<file path="config.mk">
export PLATFORM = sky130hd
export DESIGN_NAME = rmb_regs
export DESIGN_NICKNAME = d
export VERILOG_FILES = /design/src/inc/rmb_pkg.sv /design/src/logic/rmb_window.sv /design/src/logic/rmb_regs.sv
export SDC_FILE = /design/constraint.sdc
export NUM_CORES = 1
export LEC_CHECK = 0
export BUFFER_PORTS_ARGS = -buffer_cell sky130_fd_sc_hd__buf_4
export CAP_MARGIN = 10
export CORE_ASPECT_RATIO = 0.7
export CORE_UTILIZATION = 53
export CTS_CLUSTER_DIAMETER = 30
export DETAILED_ROUTE_END_ITERATION = 10
export PLACE_DENSITY_LB_ADDON = 0.15
export REMOVE_ABC_BUFFERS = 1
export SYNTH_ARGS = -nofsm -noshare
export SYNTH_HDL_FRONTEND = slang
export SYNTH_SLANG_ARGS = --single-unit
export TNS_END_PERCENT = 1
</file>
<file path="constraint.sdc">
create_clock -name clk -period 4.1 [get_ports clk]
set_clock_uncertainty 0.2 [all_clocks]
set_input_delay 0.205 -clock clk [delete_from_list [all_inputs] [get_ports clk]]
set_output_delay 0.205 -clock clk [all_outputs]
set_load 0.005 [all_outputs]
</file>
<file path="src/inc/rmb_pkg.sv">
// Shared constants and carriers of the custom B reference monitor registers.
// Assumes: one 125 MHz clock, AHB-Lite word access, 8-bit register fields.

package rmb_pkg;

    // ------------------------------------------------------------------
    // Widths
    // ------------------------------------------------------------------
    localparam int RMB_REG_W  = 8;     // Width of every register field
    localparam int RMB_IDX_W  = 8;     // Register index width
    localparam int RMB_ADDR_W = 10;    // Decoded byte address bits
    localparam int RMB_THR_W  = 16;    // Coarse threshold width
    localparam int RMB_MULT_W = 14;    // Frequency multiple width

    // ------------------------------------------------------------------
    // Register indices (byte address is four times the index)
    // ------------------------------------------------------------------
    localparam logic [7:0] RMB_IDX_MULT_LO   = 8'h71; // Multiple bits 7:0
    localparam logic [7:0] RMB_IDX_MULT_HI   = 8'h72; // Multiple bits 13:8
    localparam logic [7:0] RMB_IDX_SCM_LOW   = 8'h73; // Single-cycle low
    localparam logic [7:0] RMB_IDX_SCM_HIGH  = 8'h74; // Single-cycle high
    localparam logic [7:0] RMB_IDX_CFM_LO_LO = 8'h75; // Coarse low, lsb
    localparam logic [7:0] RMB_IDX_CFM_LO_HI = 8'h76; // Coarse low, msb
    localparam logic [7:0] RMB_IDX_CFM_HI_LO = 8'h77; // Coarse high, lsb
    localparam logic [7:0] RMB_IDX_CFM_HI_HI = 8'h78; // Coarse high, msb
    localparam logic [7:0] RMB_IDX_WINDOW    = 8'h79; // Window cycles - 1
    localparam logic [7:0] RMB_IDX_PREDIV    = 8'h7a; // Predivide control
    localparam logic [7:0] RMB_IDX_STATUS    = 8'h80; // Monitor status

    // ------------------------------------------------------------------
    // Field positions and reset values
    // ------------------------------------------------------------------
    localparam int         RMB_PREDIV_BIT = 0;     // Predivide enable bit
    localparam int         RMB_STAT_SCM   = 0;     // Single-cycle fail bit
    localparam int         RMB_STAT_CFM   = 1;     // Coarse fail bit
    localparam int         RMB_STAT_WIN   = 2;     // Window running bit
    localparam int         RMB_MULT_HI_W  = 6;     // Used bits of mult hi
    localparam logic [7:0] RMB_REG_RST    = 8'h00; // Reset of every field

    // ------------------------------------------------------------------
    // Predivider and bus codes
    // ------------------------------------------------------------------
    localparam logic [1:0] RMB_PREDIV_LAST = 2'h3; // Divide by four
    localparam logic [1:0] RMB_HTRANS_NSEQ = 2'h2; // NONSEQ transfer
    localparam logic [2:0] RMB_HSIZE_WORD  = 3'h2; // 32-bit transfer

    // ------------------------------------------------------------------
    // Carriers
    // ------------------------------------------------------------------
    // Settings handed to the monitors
    typedef struct packed {
        logic [7:0]  scm_low;      // Single-cycle lower threshold
        logic [7:0]  scm_high;     // Single-cycle upper threshold
        logic [15:0] cfm_low;      // Coarse lower threshold
        logic [15:0] cfm_high;     // Coarse upper threshold
        logic [7:0]  window_m1;    // Window cycles minus one
        logic        predivide;    // Divide reference by four
        logic [13:0] freq_mult;    // Frequency as multiple of 8 kHz
    } rmb_cfg_s;

    // Measurements coming back from the monitors
    typedef struct packed {
        logic        scm_valid;    // Single-cycle value is new
        logic [7:0]  scm_value;    // Single-cycle measured value
        logic        cfm_valid;    // Coarse value is new
        logic [15:0] cfm_value;    // Coarse measured value
    } rmb_meas_s;

endpackage : rmb_pkg

</file>
<file path="src/logic/rmb_window.sv">
// Reference predivider and sample window counter for custom B.
// Assumes: ref_tick is a one-cycle pulse per reference edge, clk-synchronous.
`timescale 1ns/1ps

module rmb_window (
    input  wire logic       clk,
    input  wire logic       rst_n,
    input  wire logic       ref_tick,
    input  wire logic       predivide,
    input  wire logic [7:0] window_m1,
    output logic            meas_tick,
    output logic            window_done,
    output logic            window_busy
);
    import rmb_pkg::*;

    // ------------------------------------------------------------------
    // State
    // ------------------------------------------------------------------
    typedef struct packed {
        logic [1:0] div_cnt;   // Reference edges seen within a quartet
        logic [7:0] win_cnt;   // Measured ticks in the current window
        logic       tick;      // Registered measurement tick
        logic       done;      // Registered end-of-window pulse
        logic       busy;      // Window holds at least one tick
    } rmb_win_s;

    rmb_win_s st_r;            // Registered state
    rmb_win_s st_nxt;          // Next state

    // ------------------------------------------------------------------
    // Next state
    // ------------------------------------------------------------------
    // Predivide then count ticks until the programmed window closes
    always_comb begin
        logic tick_now;        // Tick after optional divide
        tick_now = 1'b0;
        st_nxt = st_r;
        st_nxt.tick = 1'b0;
        st_nxt.done = 1'b0;
        if (ref_tick) begin
            if (predivide) begin
                // Pass only every fourth reference edge
                st_nxt.div_cnt = st_r.div_cnt + 2'h1;
                tick_now = (st_r.div_cnt == RMB_PREDIV_LAST);
            end else begin
                // Undivided, every edge is a tick
                st_nxt.div_cnt = 2'h0;
                tick_now = 1'b1;
            end
        end
        if (tick_now) begin
            st_nxt.tick = 1'b1;
            if (st_r.win_cnt >= window_m1) begin
                // Window holds window_m1 + 1 ticks
                st_nxt.win_cnt = 8'h00;
                st_nxt.done = 1'b1;
                st_nxt.busy = 1'b0;
            end else begin
                // Still inside the window
                st_nxt.win_cnt = st_r.win_cnt + 8'h01;
                st_nxt.busy = 1'b1;
            end
        end
    end

    // ------------------------------------------------------------------
    // Registers
    // ------------------------------------------------------------------
    // Whole state in one clocked process
    always_ff @(posedge clk or negedge rst_n) begin
        if (!rst_n) begin
            st_r <= '0;
        end else begin
            st_r <= st_nxt;
        end
    end

    assign meas_tick   = st_r.tick;
    assign window_done = st_r.done;
    assign window_busy = st_r.busy;

endmodule : rmb_window

</file>
<file path="src/logic/rmb_regs.sv">
// Custom B reference monitor settings: register bank on AHB-Lite,
// predivided window timing and threshold checks for both monitors.
// Assumes: single 125 MHz clock; monitors deliver measurements and
// reference edge pulses synchronous to clk; bus has this one slave.
`timescale 1ns/1ps

module rmb_regs (
    input  wire logic              clk,
    input  wire logic              reset_n,
    // AHB-Lite slave
    input  wire logic              hsel,
    input  wire logic [31:0]       haddr,
    input  wire logic [1:0]        htrans,
    input  wire logic              hwrite,
    input  wire logic [2:0]        hsize,
    input  wire logic [31:0]       hwdata,
    input  wire logic              hready,
    output logic [31:0]            hrdata,
    output logic                   hreadyout,
    output logic                   hresp,
    // Monitor side
    input  wire logic              ref_tick,
    input  wire rmb_pkg::rmb_meas_s meas,
    output rmb_pkg::rmb_cfg_s      cfg,
    output logic                   cfm_ref_tick,
    output logic                   cfm_window_done,
    output logic                   scm_fail,
    output logic                   cfm_fail
);
    import rmb_pkg::*;

    // ------------------------------------------------------------------
    // Reset release
    // ------------------------------------------------------------------
    logic [1:0] rst_sync_r;    // Two-stage release of reset_n
    logic       rst_n;         // Synchronised reset for the design

    // Assert at once, release after two edges
    always_ff @(posedge clk or negedge reset_n) begin
        if (!reset_n) begin
            rst_sync_r <= 2'h0;
        end else begin
            rst_sync_r <= {rst_sync_r[0], 1'b1};
        end
    end

    assign rst_n = rst_sync_r[1];

    // ------------------------------------------------------------------
    // State
    // ------------------------------------------------------------------
    typedef struct packed {
        logic [7:0]  scm_low;      // Single-cycle lower threshold
        logic [7:0]  scm_high;     // Single-cycle upper threshold
        logic [15:0] cfm_low;      // Coarse lower threshold
        logic [15:0] cfm_high;     // Coarse upper threshold
        logic [7:0]  window_m1;    // Window cycles minus one
        logic        predivide;    // Predivide enable
        logic [13:0] freq_mult;    // Frequency multiple of 8 kHz
        logic        wr_pend;      // Write data phase follows
        logic [7:0]  wr_idx;       // Index of the pending write
        logic [31:0] rdata;        // Registered read data
        logic        scm_fail;     // Single-cycle check failed
        logic        cfm_fail;     // Coarse check failed
    } rmb_regs_s;

    rmb_regs_s st_r;           // Registered state
    rmb_regs_s st_nxt;         // Next state

    // ------------------------------------------------------------------
    // Bus address phase
    // ------------------------------------------------------------------
    logic       take;          // Transfer accepted this edge
    logic       in_range;      // Upper address bits are zero
    logic [7:0] idx;           // Register index of the transfer
    logic       win_busy;      // Window counter has ticks pending

    assign in_range = (haddr[31:RMB_ADDR_W] == '0);
    assign idx      = haddr[RMB_ADDR_W-1:2];
    assign take     = hsel && hready && (htrans == RMB_HTRANS_NSEQ)
                      && (hsize == RMB_HSIZE_WORD);

    // ------------------------------------------------------------------
    // Next state
    // ------------------------------------------------------------------
    // Write data phase, read capture, and threshold checks
    always_comb begin
        logic [7:0] wb;        // Write byte from the data phase
        wb = hwdata[7:0];
        st_nxt = st_r;

        // Data phase of an earlier write stores the low byte
        if (st_r.wr_pend) begin
            if (st_r.wr_idx == RMB_IDX_SCM_LOW) begin
                st_nxt.scm_low = wb;
            end else if (st_r.wr_idx == RMB_IDX_SCM_HIGH) begin
                st_nxt.scm_high = wb;
            end else if (st_r.wr_idx == RMB_IDX_CFM_LO_LO) begin
                st_nxt.cfm_low[7:0] = wb;
            end else if (st_r.wr_idx == RMB_IDX_CFM_LO_HI) begin
                st_nxt.cfm_low[15:8] = wb;
            end else if (st_r.wr_idx == RMB_IDX_CFM_HI_LO) begin
                st_nxt.cfm_high[7:0] = wb;
            end else if (st_r.wr_idx == RMB_IDX_CFM_HI_HI) begin
                st_nxt.cfm_high[15:8] = wb;
            end else if (st_r.wr_idx == RMB_IDX_WINDOW) begin
                st_nxt.window_m1 = wb;
            end else if (st_r.wr_idx == RMB_IDX_PREDIV) begin
                // Only bit 0 is kept, the rest stay zero
                st_nxt.predivide = wb[RMB_PREDIV_BIT];
            end else if (st_r.wr_idx == RMB_IDX_MULT_LO) begin
                st_nxt.freq_mult[7:0] = wb;
            end else if (st_r.wr_idx == RMB_IDX_MULT_HI) begin
                // Six bits used, upper two stay zero
                st_nxt.freq_mult[13:8] = wb[RMB_MULT_HI_W-1:0];
            end else begin
                // Unmapped or read-only: ignored
                st_nxt.freq_mult = st_r.freq_mult;
            end
        end

        // New address phase
        st_nxt.wr_pend = take && hwrite && in_range;
        st_nxt.wr_idx  = idx;

        // Read data from the forwarded copy, so a read right after a
        // write to the same register sees the new value
        st_nxt.rdata = st_r.rdata;
        if (take && !hwrite) begin
            st_nxt.rdata = 32'h0000_0000;
            if (!in_range) begin
                // Outside the map reads zero
                st_nxt.rdata = 32'h0000_0000;
            end else if (idx == RMB_IDX_SCM_LOW) begin
                st_nxt.rdata[7:0] = st_nxt.scm_low;
            end else if (idx == RMB_IDX_SCM_HIGH) begin
                st_nxt.rdata[7:0] = st_nxt.scm_high;
            end else if (idx == RMB_IDX_CFM_LO_LO) begin
                st_nxt.rdata[7:0] = st_nxt.cfm_low[7:0];
            end else if (idx == RMB_IDX_CFM_LO_HI) begin
                st_nxt.rdata[7:0] = st_nxt.cfm_low[15:8];
            end else if (idx == RMB_IDX_CFM_HI_LO) begin
                st_nxt.rdata[7:0] = st_nxt.cfm_high[7:0];
            end else if (idx == RMB_IDX_CFM_HI_HI) begin
                st_nxt.rdata[7:0] = st_nxt.cfm_high[15:8];
            end else if (idx == RMB_IDX_WINDOW) begin
                st_nxt.rdata[7:0] = st_nxt.window_m1;
            end else if (idx == RMB_IDX_PREDIV) begin
                st_nxt.rdata[RMB_PREDIV_BIT] = st_nxt.predivide;
            end else if (idx == RMB_IDX_MULT_LO) begin
                st_nxt.rdata[7:0] = st_nxt.freq_mult[7:0];
            end else if (idx == RMB_IDX_MULT_HI) begin
                st_nxt.rdata[RMB_MULT_HI_W-1:0] =
                    st_nxt.freq_mult[13:8];
            end else if (idx == RMB_IDX_STATUS) begin
                // Live monitor state
                st_nxt.rdata[RMB_STAT_SCM] = st_r.scm_fail;
                st_nxt.rdata[RMB_STAT_CFM] = st_r.cfm_fail;
                st_nxt.rdata[RMB_STAT_WIN] = win_busy;
            end else begin
                // Unmapped index reads zero
                st_nxt.rdata = 32'h0000_0000;
            end
        end

        // Single-cycle check against the stored range
        if (meas.scm_valid) begin
            st_nxt.scm_fail = (meas.scm_value < st_r.scm_low)
                           || (meas.scm_value > st_r.scm_high);
        end

        // Coarse check against the 16-bit range
        if (meas.cfm_valid) begin
            st_nxt.cfm_fail = (meas.cfm_value < st_r.cfm_low)
                           || (meas.cfm_value > st_r.cfm_high);
        end
    end

    // ------------------------------------------------------------------
    // Registers
    // ------------------------------------------------------------------
    // Every field returns to zero at reset
    always_ff @(posedge clk or negedge rst_n) begin
        if (!rst_n) begin
            st_r <= '0;
        end else begin
            st_r <= st_nxt;
        end
    end

    // ------------------------------------------------------------------
    // Window timing
    // ------------------------------------------------------------------
    // Predivides reference edges and marks each sample window
    rmb_window u_window (
        .clk         (clk),
        .rst_n       (rst_n),
        .ref_tick    (ref_tick),
        .predivide   (st_r.predivide),
        .window_m1   (st_r.window_m1),
        .meas_tick   (cfm_ref_tick),
        .window_done (cfm_window_done),
        .window_busy (win_busy)
    );

    // ------------------------------------------------------------------
    // Outputs
    // ------------------------------------------------------------------
    // Settings go straight from the register flops
    always_comb begin
        cfg.scm_low   = st_r.scm_low;
        cfg.scm_high  = st_r.scm_high;
        cfg.cfm_low   = st_r.cfm_low;
        cfg.cfm_high  = st_r.cfm_high;
        cfg.window_m1 = st_r.window_m1;
        cfg.predivide = st_r.predivide;
        cfg.freq_mult = st_r.freq_mult;
    end

    // Zero-wait slave, always OKAY
    assign hrdata    = st_r.rdata;
    assign hreadyout = 1'b1;
    assign hresp     = 1'b0;
    assign scm_fail  = st_r.scm_fail;
    assign cfm_fail  = st_r.cfm_fail;

endmodule : rmb_regs

</file>
Yosys cells after proc, flatten, opt, wreduce, memory -nomap -nowiden:

Cells that the tools add are included.

* flip-flop bits (word level): 129
* bits in writable memories: 0
* logic and storage cells: 122
* memories: 0
* bits in latches: 0
* memory bits (read-only): 0
* input bits: 101
* output and inout port bits: 109

* div/mod/pow operators: 0
* mux-type cells: 63
* add/sub/neg operators: 2
* eq/ne operators: 24
* $mul: 0
* $lt $le $gt $ge: 5
* shifts and indexed selects: 0
* bitwise operators: 0
* reductions and logical operators: 10

Operators by type and width (number)
* 29-bit 2-to-1 mux: 12
* 24-bit 2-to-1 mux: 8
* 8-bit by 7-bit equality test with 1-bit output, second input constant: 20
* 8-bit 2-to-1 mux: 19
* 39-bit 2-to-1 mux: 2
* 71-bit 2-to-1 mux: 1
* 63-bit 2-to-1 mux: 1
* 55-bit 2-to-1 mux: 1
* 23-bit 2-to-1 mux: 2
* 32-bit 2-to-1 mux: 1
* 31-bit 2-to-1 mux: 1
* 26-bit 2-to-1 mux: 1
* 22-bit zero test: 1
* 6-bit 2-to-1 mux: 3
* 16-bit > comparator: 1
* 16-bit < comparator: 1
* 15-bit 2-to-1 mux: 1
* 14-bit 2-to-1 mux: 1
* 8-bit by 1-bit adder with 8-bit output, second input constant: 1
* 8-bit equality test, second input constant: 1
* 8-bit greater-or-equal comparator: 1
* 8-bit > comparator: 1
* 8-bit < comparator: 1
* 1-bit logical AND: 6
* 8 further kinds: 16

Longest topological paths before layout:

Gate-level depths: netlist of run 1.

* depth after elaboration: 24
* mapped depth: 10
* depth with buffers taken out: 9

By module:

From an unflattened synthesis of run 1, not the netlist that was laid out.

* cells, all modules: 705
* area, all modules: 7103.1 µm²

By module, submodules not included
* rmb_regs: area each 6267.3 µm², seq. area each 2302.2 µm², cells each 624, times used 1
* rmb_window: area each 835.8 µm², seq. area each 325.3 µm², cells each 81, times used 1

Worst setup path before layout of run 1:

Ideal clock, no wire load.

* kind: reg2reg
* start: register st_r[41] (netlist bit)
* end: register st_r, in the netlist hrdata[1]
* arrival time: 2.038 ns
* path slack: 1.744 ns
* clock period less this slack: 2.356 ns
* cell stages (with the launch flop): 9
* setup time: 0.118 ns
* data required time: 3.782 ns
* path buffers: 1
* path through: dfrtp_1 -> and4bb_2 -> and4_1 -> buf_2 -> mux2_2 -> a32o_1 -> nor3_1 -> a221oi_1 -> a21o_1

RTL lines
* from (decl): RTL line rmb_regs.sv:67 `rmb_regs_s st_r;`
* from (signal assigned): RTL line rmb_regs.sv:187 `st_r <= st_nxt;`

Worst setup path after layout of run 1:

* start: input port haddr[9]
* end: register st_r, in the netlist hrdata[1]

* cells in the longest elaborated chain, start to end: 13
* elaborated cells on any way between the ends: 23
* classes of those cells: eq/ne (11); mux (12)

RTL lines
* from (decl): RTL line rmb_regs.sv:12 `input wire logic [31:0] haddr,`
* 8-bit equality test: RTL line rmb_regs.sv:155 `end else if (idx == RMB_IDX_STATUS) begin`
* 3-bit 2-to-1 mux: RTL line rmb_regs.sv:155
* 6-bit 2-to-1 mux: RTL line rmb_regs.sv:152 `end else if (idx == RMB_IDX_MULT_HI) begin`
* 8-bit 2-to-1 mux: RTL line rmb_regs.sv:150 `end else if (idx == RMB_IDX_MULT_LO) begin`
* 31-bit 2-to-1 mux: RTL line rmb_regs.sv:148 `end else if (idx == RMB_IDX_PREDIV) begin`
* 8-bit 2-to-1 mux: RTL line rmb_regs.sv:146 `end else if (idx == RMB_IDX_WINDOW) begin`
* 8-bit 2-to-1 mux: RTL line rmb_regs.sv:144 `end else if (idx == RMB_IDX_CFM_HI_HI) begin`
* 8-bit 2-to-1 mux: RTL line rmb_regs.sv:142 `end else if (idx == RMB_IDX_CFM_HI_LO) begin`
* 8-bit 2-to-1 mux: RTL line rmb_regs.sv:140 `end else if (idx == RMB_IDX_CFM_LO_HI) begin`
* 8-bit 2-to-1 mux: RTL line rmb_regs.sv:138 `end else if (idx == RMB_IDX_CFM_LO_LO) begin`
* 8-bit 2-to-1 mux: RTL line rmb_regs.sv:136 `end else if (idx == RMB_IDX_SCM_HIGH) begin`
* 8-bit 2-to-1 mux (*): RTL line rmb_regs.sv:134 `end else if (idx == RMB_IDX_SCM_LOW) begin`
* 32-bit 2-to-1 mux (*): RTL line rmb_regs.sv:131 `if (!in_range) begin`

Mark *: on every way between the ends. The rest lies on a longest branch, timed or not.
A chain may end at the register's enable or synchronous reset.

==> impl_metrics.toml, run 1 <==
[run_status]
run_status = "finished, violations left"
violations = "design-rule violations"

[setup_path]
crit_fanout = 6
cp_slowest_cell = "or3b_1"
cpMostUsedCell = "nor3_1"
worstSetupEndpointType = "flip-flop"
path_buf_inv = 2
crit_path_max_incr_delay_ns = 0.55
crit_type = "input pin to flip-flop"
cp_top_family = "simple AND/OR/NAND/NOR gates"
required_ns = 4.19
worstPathCellList = "dlygate4sd3_1 > buf_4 > nand4b_2 > or3b_1 > nor3_1 > a32o_1 > nor3_1 > a221oi_1 > a21o_1"
startpoint_type = "input pin"
crit_arrival_ns = 3.03

[clocking]
cts.clk_slew.worst_paths_ns = 0.07
cts_max_path_buffers = 2
clk_latency_ns = 0.36
cts_tree = "yes"
hold_buffers = 17
cts_resized = 0
cts_setup_buffers = 0
htreeDepth = 3
root_buffer = "clkbuf_16"
cts-buffers-inserted = 9
cts_sinks = 105

[sta]
period_minus_slack_ns = 2.94
maxSlewHeadroom_pct = 27.6
finalSetupViolCount = 0
timing.fmax_mhz = 340
finalSetupTns_ns = 0
hold_viol_final = 0
rsz0062_at_grt = "false"
fin_crit_sh_pct = 71.7
tightest_slew_ns = 1.09
slew_violations = 0

[worst_hold_path]
worstHoldPathType = "input pin to flip-flop"

[die]
initial_core_util_pct = 55.0
rows = 34
dieArea_sq_um = 13500
die_x_microns = 138
die_h_microns = 97.5
core_area_sq_um = 12500
boundaryPins = 210

[logic_synthesis]
synth_flop_cell = "dfrtp_1"
synth_top_family_by_area = "buffers and inverters"
synthXorXnorAreaFrac_pct = 0
synth_seq_cells = 105
synth_compound_area_share_pct = 12.3
syn_area_per_cell_sq_um = 10.0
synth-simple-area-share_pct = 13.1
synthAdderAreaFrac_pct = 10.2
ys_async_sr_fraction_pct = 100
ys_seq_area_share_pct = 38.1
synth-edff-count = 0
ys_warn_count = 0
synth.area.mux_share_pct = 10.6
synth_cells = 687
synth_cell_types = 70
syn_area_sq_um = 6900

[global_route]
grt_pass1_wl_microns = 28800
grt_max_degree = 85
grt.overflow.total = 0
grt_pass1_vias = 5425
antenna_found_initial = 0
grt_usage_pct = 27.9

[route]
drt-total-wl_microns = 18200
drc = 28
vias_per_cell = 5.75
vias = 5441
wl_per_cell_microns = 19.2
drt_pass1_iterations = 10
postRouteAntennaNets = 0
drtIter0Drc = 498

[finish]
areaGrowthSynthToFinish_pct = 16.2
drive_gt1_share_pct = 31.1
fin_nets = 937
layout_commonest_cell = "buf_4"
diodes = 0
layout.cells.most_common_list = "buf_4 (159), dfrtp_1 (104), inv_1 (60), ha_1 (56), mux2_2 (53)"
nFillCells = 1020

[power]
p_leak_nw = 3.96
power_density_nw_per_um2 = 303
totalPowerFinal_mw = 2.43
vdd_drop_max_mv = 0.208

[place]
gp_congestion = 0.914
dpl.hpwl_microns = 14300
port_buffers = 157

[run]
drv_cap = 0
power breakdown:
| part | internal, mW | leakage [nW] | switching, mW | total [mW] |
|---|---|---|---|---|
| logic | 0.202 | 2.57 | 0.182 | 0.384 |
| clock network | 0.502 | 0.148 | 0.377 | 0.879 |
| registers | 1.09 | 1.24 | 0.0732 | 1.17 |
sequential cells by signal, indices dropped and copies added (netlist names):
name	count
cfg	71
u_window.st_r	10
st_r	9
hrdata	8
rst_sync_r	2
cfm_fail	1
scm_fail	1
u_window.meas_tick	1
u_window.window_busy	1
u_window.window_done	1
worst reg2reg max path: stages, from the launching register on:
cell and delay [ns]:
dfrtp_1 0.33, and3_1 0.46, and4_1 0.59, mux2_1 0.40
o21ba_1 0.17, a31o_1 0.21, o311ai_1 0.35, nand2_1 0.10
final cells by class:
| type | count | area [sq um] | area share (%) |
|---|---|---|---|
| clock buffer | 12 | 256 | 3.20 |
| clock inverter | 3 | 40.0 | 0.500 |
| inverter | 62 | 233 | 2.90 |
| multi-input combinational | 426 | 3290 | 41.0 |
| sequential | 105 | 2630 | 32.8 |
| tap | 162 | 203 | 2.53 |
| timing repair buffer | 176 | 1360 | 17.0 |
cell usage after synthesis, types with 2 or more instances:
master / count / area share, %
buf_4: 105 / 11
dfrtp_1: 105 / 38
inv_1: 60 / 3.3
ha_1: 56 / 10
mux2_2: 53 / 8.6
nand2_1: 34 / 1.8
o21ai_0: 30 / 2.2
nor2_1: 23 / 1.3
a21oi_1: 22 / 1.6
nand3_1: 18 / 1.3
nor3_1: 13 / 0.94
nor2b_1: 11 / 1.0
clkbuf_1: 10 / 0.54
and3_1: 9 / 0.82
a21o_1: 8 / 0.87
a22o_1: 8 / 1.0
o21ai_1: 8 / 0.58
a32oi_1: 7 / 0.89
nand4_1: 7 / 0.63
mux2_1: 6 / 0.98
nand2b_1: 5 / 0.45
a32o_1: 4 / 0.58
buf_2: 4 / 0.29
mux2i_1: 4 / 0.58
nor4_1: 4 / 0.36
o211ai_1: 4 / 0.44
and2_1: 3 / 0.27
nand3_2: 3 / 0.44
nor4b_1: 3 / 0.38
o21a_1: 3 / 0.33
o311ai_1: 3 / 0.38
or4_1: 3 / 0.33
a2111oi_0: 2 / 0.25
a21boi_0: 2 / 0.22
a22oi_1: 2 / 0.22
and4_1: 2 / 0.25
and4bb_2: 2 / 0.36
conb_1: 2 / 0.11
mux2_4: 2 / 0.44
nand3_4: 2 / 0.51
nor3_2: 2 / 0.29
nor3b_1: 2 / 0.22
o21bai_1: 2 / 0.22
o221ai_1: 2 / 0.25
o32ai_1: 2 / 0.25
final timing paths:
kind,endpoint,cells after the start,start,slack [ns]
max in group asynchronous,cfg[46],1,rst_sync_r[1],2.52
setup / recovery,hrdata[1],9,haddr[9],1.16
hold / removal,cfg[61],2,hwdata[6],0.005
hold reg to reg,rst_sync_r[1],0,rst_sync_r[0],0.16
min in group asynchronous,cfg[69],0,rst_sync_r[1],0.32
setup reg to reg,hrdata[0],7,st_r[42],1.18
metal layers:
metal / GRT usage, % / vias to the layer above / part of all wire (%)
li1: - / 2491 / -
met1: 38.8 / 2663 / 45
met2: 43.4 / 266 / 44
met3: 7.39 / 21 / 8.7
met4: 6.66 / 0 / 1.5
met5: 0 / - / 0
cells by family after synthesis:
| family | Yosys count |
|---|---|
| buffers and inverters | 181 |
| AND/OR/NAND/NOR | 154 |
| AO/OA/AOI/OAI | 124 |
| flip-flops | 105 |
| multiplexers | 65 |
| adder cells (fa/ha/maj) | 56 |
| other | 2 |
stage by stage:
| stage | utilization [%] | cell area [sq um] | std cells | setup slack, ns | hold slack (ns) |
|---|---|---|---|---|---|
| after floorplan | - | 6150 | 593 | 0.758 | -0.291 |
| after global placement | 60.1 | 7550 | 914 | 1.28 | -0.213 |
| after detailed placement | 60.1 | 7550 | 914 | 1.23 | -0.211 |
| after CTS | 63.9 | 8020 | 946 | 1.23 | 0.00249 |
| after global routing | 63.9 | 8020 | 946 | 0.993 | 0.00356 |
| final | 63.9 | 8020 | 946 | 1.16 | 0.00533 |
(Power assumes the default switching activity.)
==> run 2: changes to the inputs <==
Settings changed: ABC_AREA set to 1, CORE_UTILIZATION 53 to 48.
Clock period 4.1 ns to 2.4 ns, I/O delays scaled along.
==> impl_metrics.toml, run 2 <==
[global_route]
grt_usage_pct = 26.4
antenna_found_initial = 0
grt_max_degree = 40
grt.overflow.total = 0
grt_pass1_vias = 5891
grt_pass1_wl_microns = 31600

[logic_synthesis]
syn_area_per_cell_sq_um = 7.67
synth.area.mux_share_pct = 0
synth_seq_cells = 105
synth-simple-area-share_pct = 23.3
synth_cells = 972
yosysMostFrequentCell = "nand2_1"
synth_compound_area_share_pct = 11.5
synthXorXnorAreaFrac_pct = 0.470
synthTopCellsByCount = "nand2_1 (221), inv_1 (160), buf_4 (107)"
synth-edff-count = 0
ys_async_sr_fraction_pct = 100
synth_top_family_by_area = "simple AND/OR/NAND/NOR gates"
ys_seq_area_share_pct = 35.3
synth_top_cells_by_area = "dfrtp_1 (35%), nand2_1 (11%), buf_4 (11%)"
yosysTopAreaCell = "dfrtp_1"
synth_top_area_share_pct = 35.3
synthAdderAreaFrac_pct = 9.40
ys_warn_count = 0
syn_area_sq_um = 7450
synth_cell_types = 46
synth_flop_cell = "dfrtp_1"

[setup_path]
r2r_slack_ns = 0.08
worstSetupEndpointType = "flip-flop"
required_ns = 2.44
timing.rr.end = "hrdata[1]"
reg2reg_depth = 12
startpoint_type = "flip-flop"
crit_arrival_ns = 2.37
crit_fanout = 7
reg2reg_from = "st_r[42]"
crit_type = "flip-flop to flip-flop"

[die]
initial_core_util_pct = 50.0
dieArea_sq_um = 16000
rows = 37
core_area_sq_um = 14900
die_h_microns = 106
boundaryPins = 210
die_x_microns = 151

[power]
totalPowerFinal_mw = 4.08
pwr-share-seq_pct = 47.5
internal-power_mw = 2.97
power_density_nw_per_um2 = 455
swShare_pct = 27.1
clkPwrFrac_pct = 37.0
p_leak_nw = 5.18
combPwrFrac_pct = 15.4
vdd_drop_max_mv = 0.329
power.switching_mw = 1.11

[worst_hold_path]
hold_start = "hsize[2]"
hold_depth = 6
min_to = "hrdata[4]"
worstHoldPathType = "input pin to flip-flop"

[clocking]
cts.clk_slew.worst_paths_ns = 0.07
htreeDepth = 3
root_buffer = "clkbuf_16"
clk_latency_ns = 0.35
cts_sinks = 105
cts_max_path_buffers = 2
cts-buffers-inserted = 9
cts_tree = "yes"

[place]
dpl.hpwl_microns = 16500
gp_congestion = 0.955
port_buffers = 157

[finish]
drive_gt1_share_pct = 23.3
final_core_util_pct = 60.1
layout_commonest_cell = "nand2_1"
areaGrowthSynthToFinish_pct = 20.2
largest_reg_flops = 71
diodes = 0
fin_nets = 1260
layout.cells.most_common_list = "nand2_1 (218), buf_4 (184), inv_1 (158), dfrtp_1 (104), ha_1 (56)"

[route]
vias_per_cell = 5.02
vias = 6538
drtIter0Drc = 509
drt_pass1_iterations = 5
postRouteAntennaNets = 0
drt-total-wl_microns = 20700
drc = 0
wl_per_cell_microns = 15.9

[sta]
maxSlewHeadroom_pct = 62.0
timing.fmax_mhz = 430
finalSetupViolCount = 0
slew_violations = 0
rsz0062_at_grt = "true"
period_minus_slack_ns = 2.32
hold_viol_final = 0
tightest_slew_ns = 0.570
fin_crit_sh_pct = 96.8

[run_status]
run_status = "finished clean"

[run]
drv_cap = 0
[run 2: changes by cell type in the layout (fill, tap and decap cells not counted), moves of 18 or more]
cell / before / now
nand2_1: 34 / 218
inv_1: 60 / 158
mux2_2: 53 / 0
nor2_1: 23 / 49
buf_4: 159 / 184
o21ai_1: 8 / 28
o21ai_0: 30 / 48
[run 2: cell type report]
cell class                      count  area, sq um
Timing Repair Buffer              211         1660
Inverter                          163          612
Sequential cell                   105         2630
Clock buffer                       11          243
Clock inverter                      5         53.8
Fill cell                        1357         5950
Multi-Input combinational cell    613         3510
Tap cell                          195          244
[run 2: through the flow]
stage	hold WS, ns	cell area [sq um]	worst slack [ns]	cells	setup TNS, ns
floorplan	-0.376	6670	-0.942	880	-96.98
global placement	-0.297	8290	0.0813	1256	0
detailed placement	-0.295	8290	0.0258	1256	0
CTS	0.0565	8830	0.0157	1296	0
global route	0.0834	8960	-0.0646	1303	-0.119
finish	0.0591	8960	0.0764	1303	0
[run 2: per-layer routing]
layer	GRT usage, %	part of all wire [%]
met5	0	0
met4	6.86	1.4
met3	6.48	9.3
met2	37.3	42
met1	39.6	47
[run 2: how the worst max path moves through the flow]
stage                   from  slack [ns]   endpoint
2_1_floorplan  rst_sync_r[1]       -0.94     cfg[0]
5_1_grt             st_r[41]       -0.06  hrdata[6]
4_1_cts             st_r[41]        0.02  hrdata[3]
3_5_place_dp        st_r[41]        0.03  hrdata[3]
6_report            st_r[42]        0.08  hrdata[1]
3_3_place_gp        st_r[41]        0.08  hrdata[3]
[run 2: repair_timing]
item	in CTS	in global routing
endpoints found under the hold margin	45	0
setup buffers	0	6
setup endpoints to repair	0	9
hold buffers	24	0
resized for setup	0	31
[run 2: worst max-delay path, stage by stage, from the launching register on]
cell and delay [ns]:
dfrtp_1 0.43, inv_2 0.11, buf_4 0.17, nor2_8 0.21, o21ai_2 0.12, nor2_2 0.26, nand2_1 0.11, nand3_1 0.09
nand4_1 0.12, nor2_2 0.16, nand3_1 0.09, nand2_1 0.09, nand2_1 0.05
[run 2: cells by family after synthesis]
kind of cell	count (synthesis)
compound gates	151
xor+xnor	4
fa+ha+maj	56
buf+inv	280
flops	105
other cells	2
simple gates	374
[run 2: power by group through the flow]
stage	combinational (mW)	sequential [mW]	clock, mW
after detailed placement	0.590	1.97	0
after CTS	0.620	1.94	1.53
after global placement	0.571	1.97	0
after floorplan	0.329	1.95	0
after global routing	0.717	1.95	1.62
final	0.629	1.94	1.51
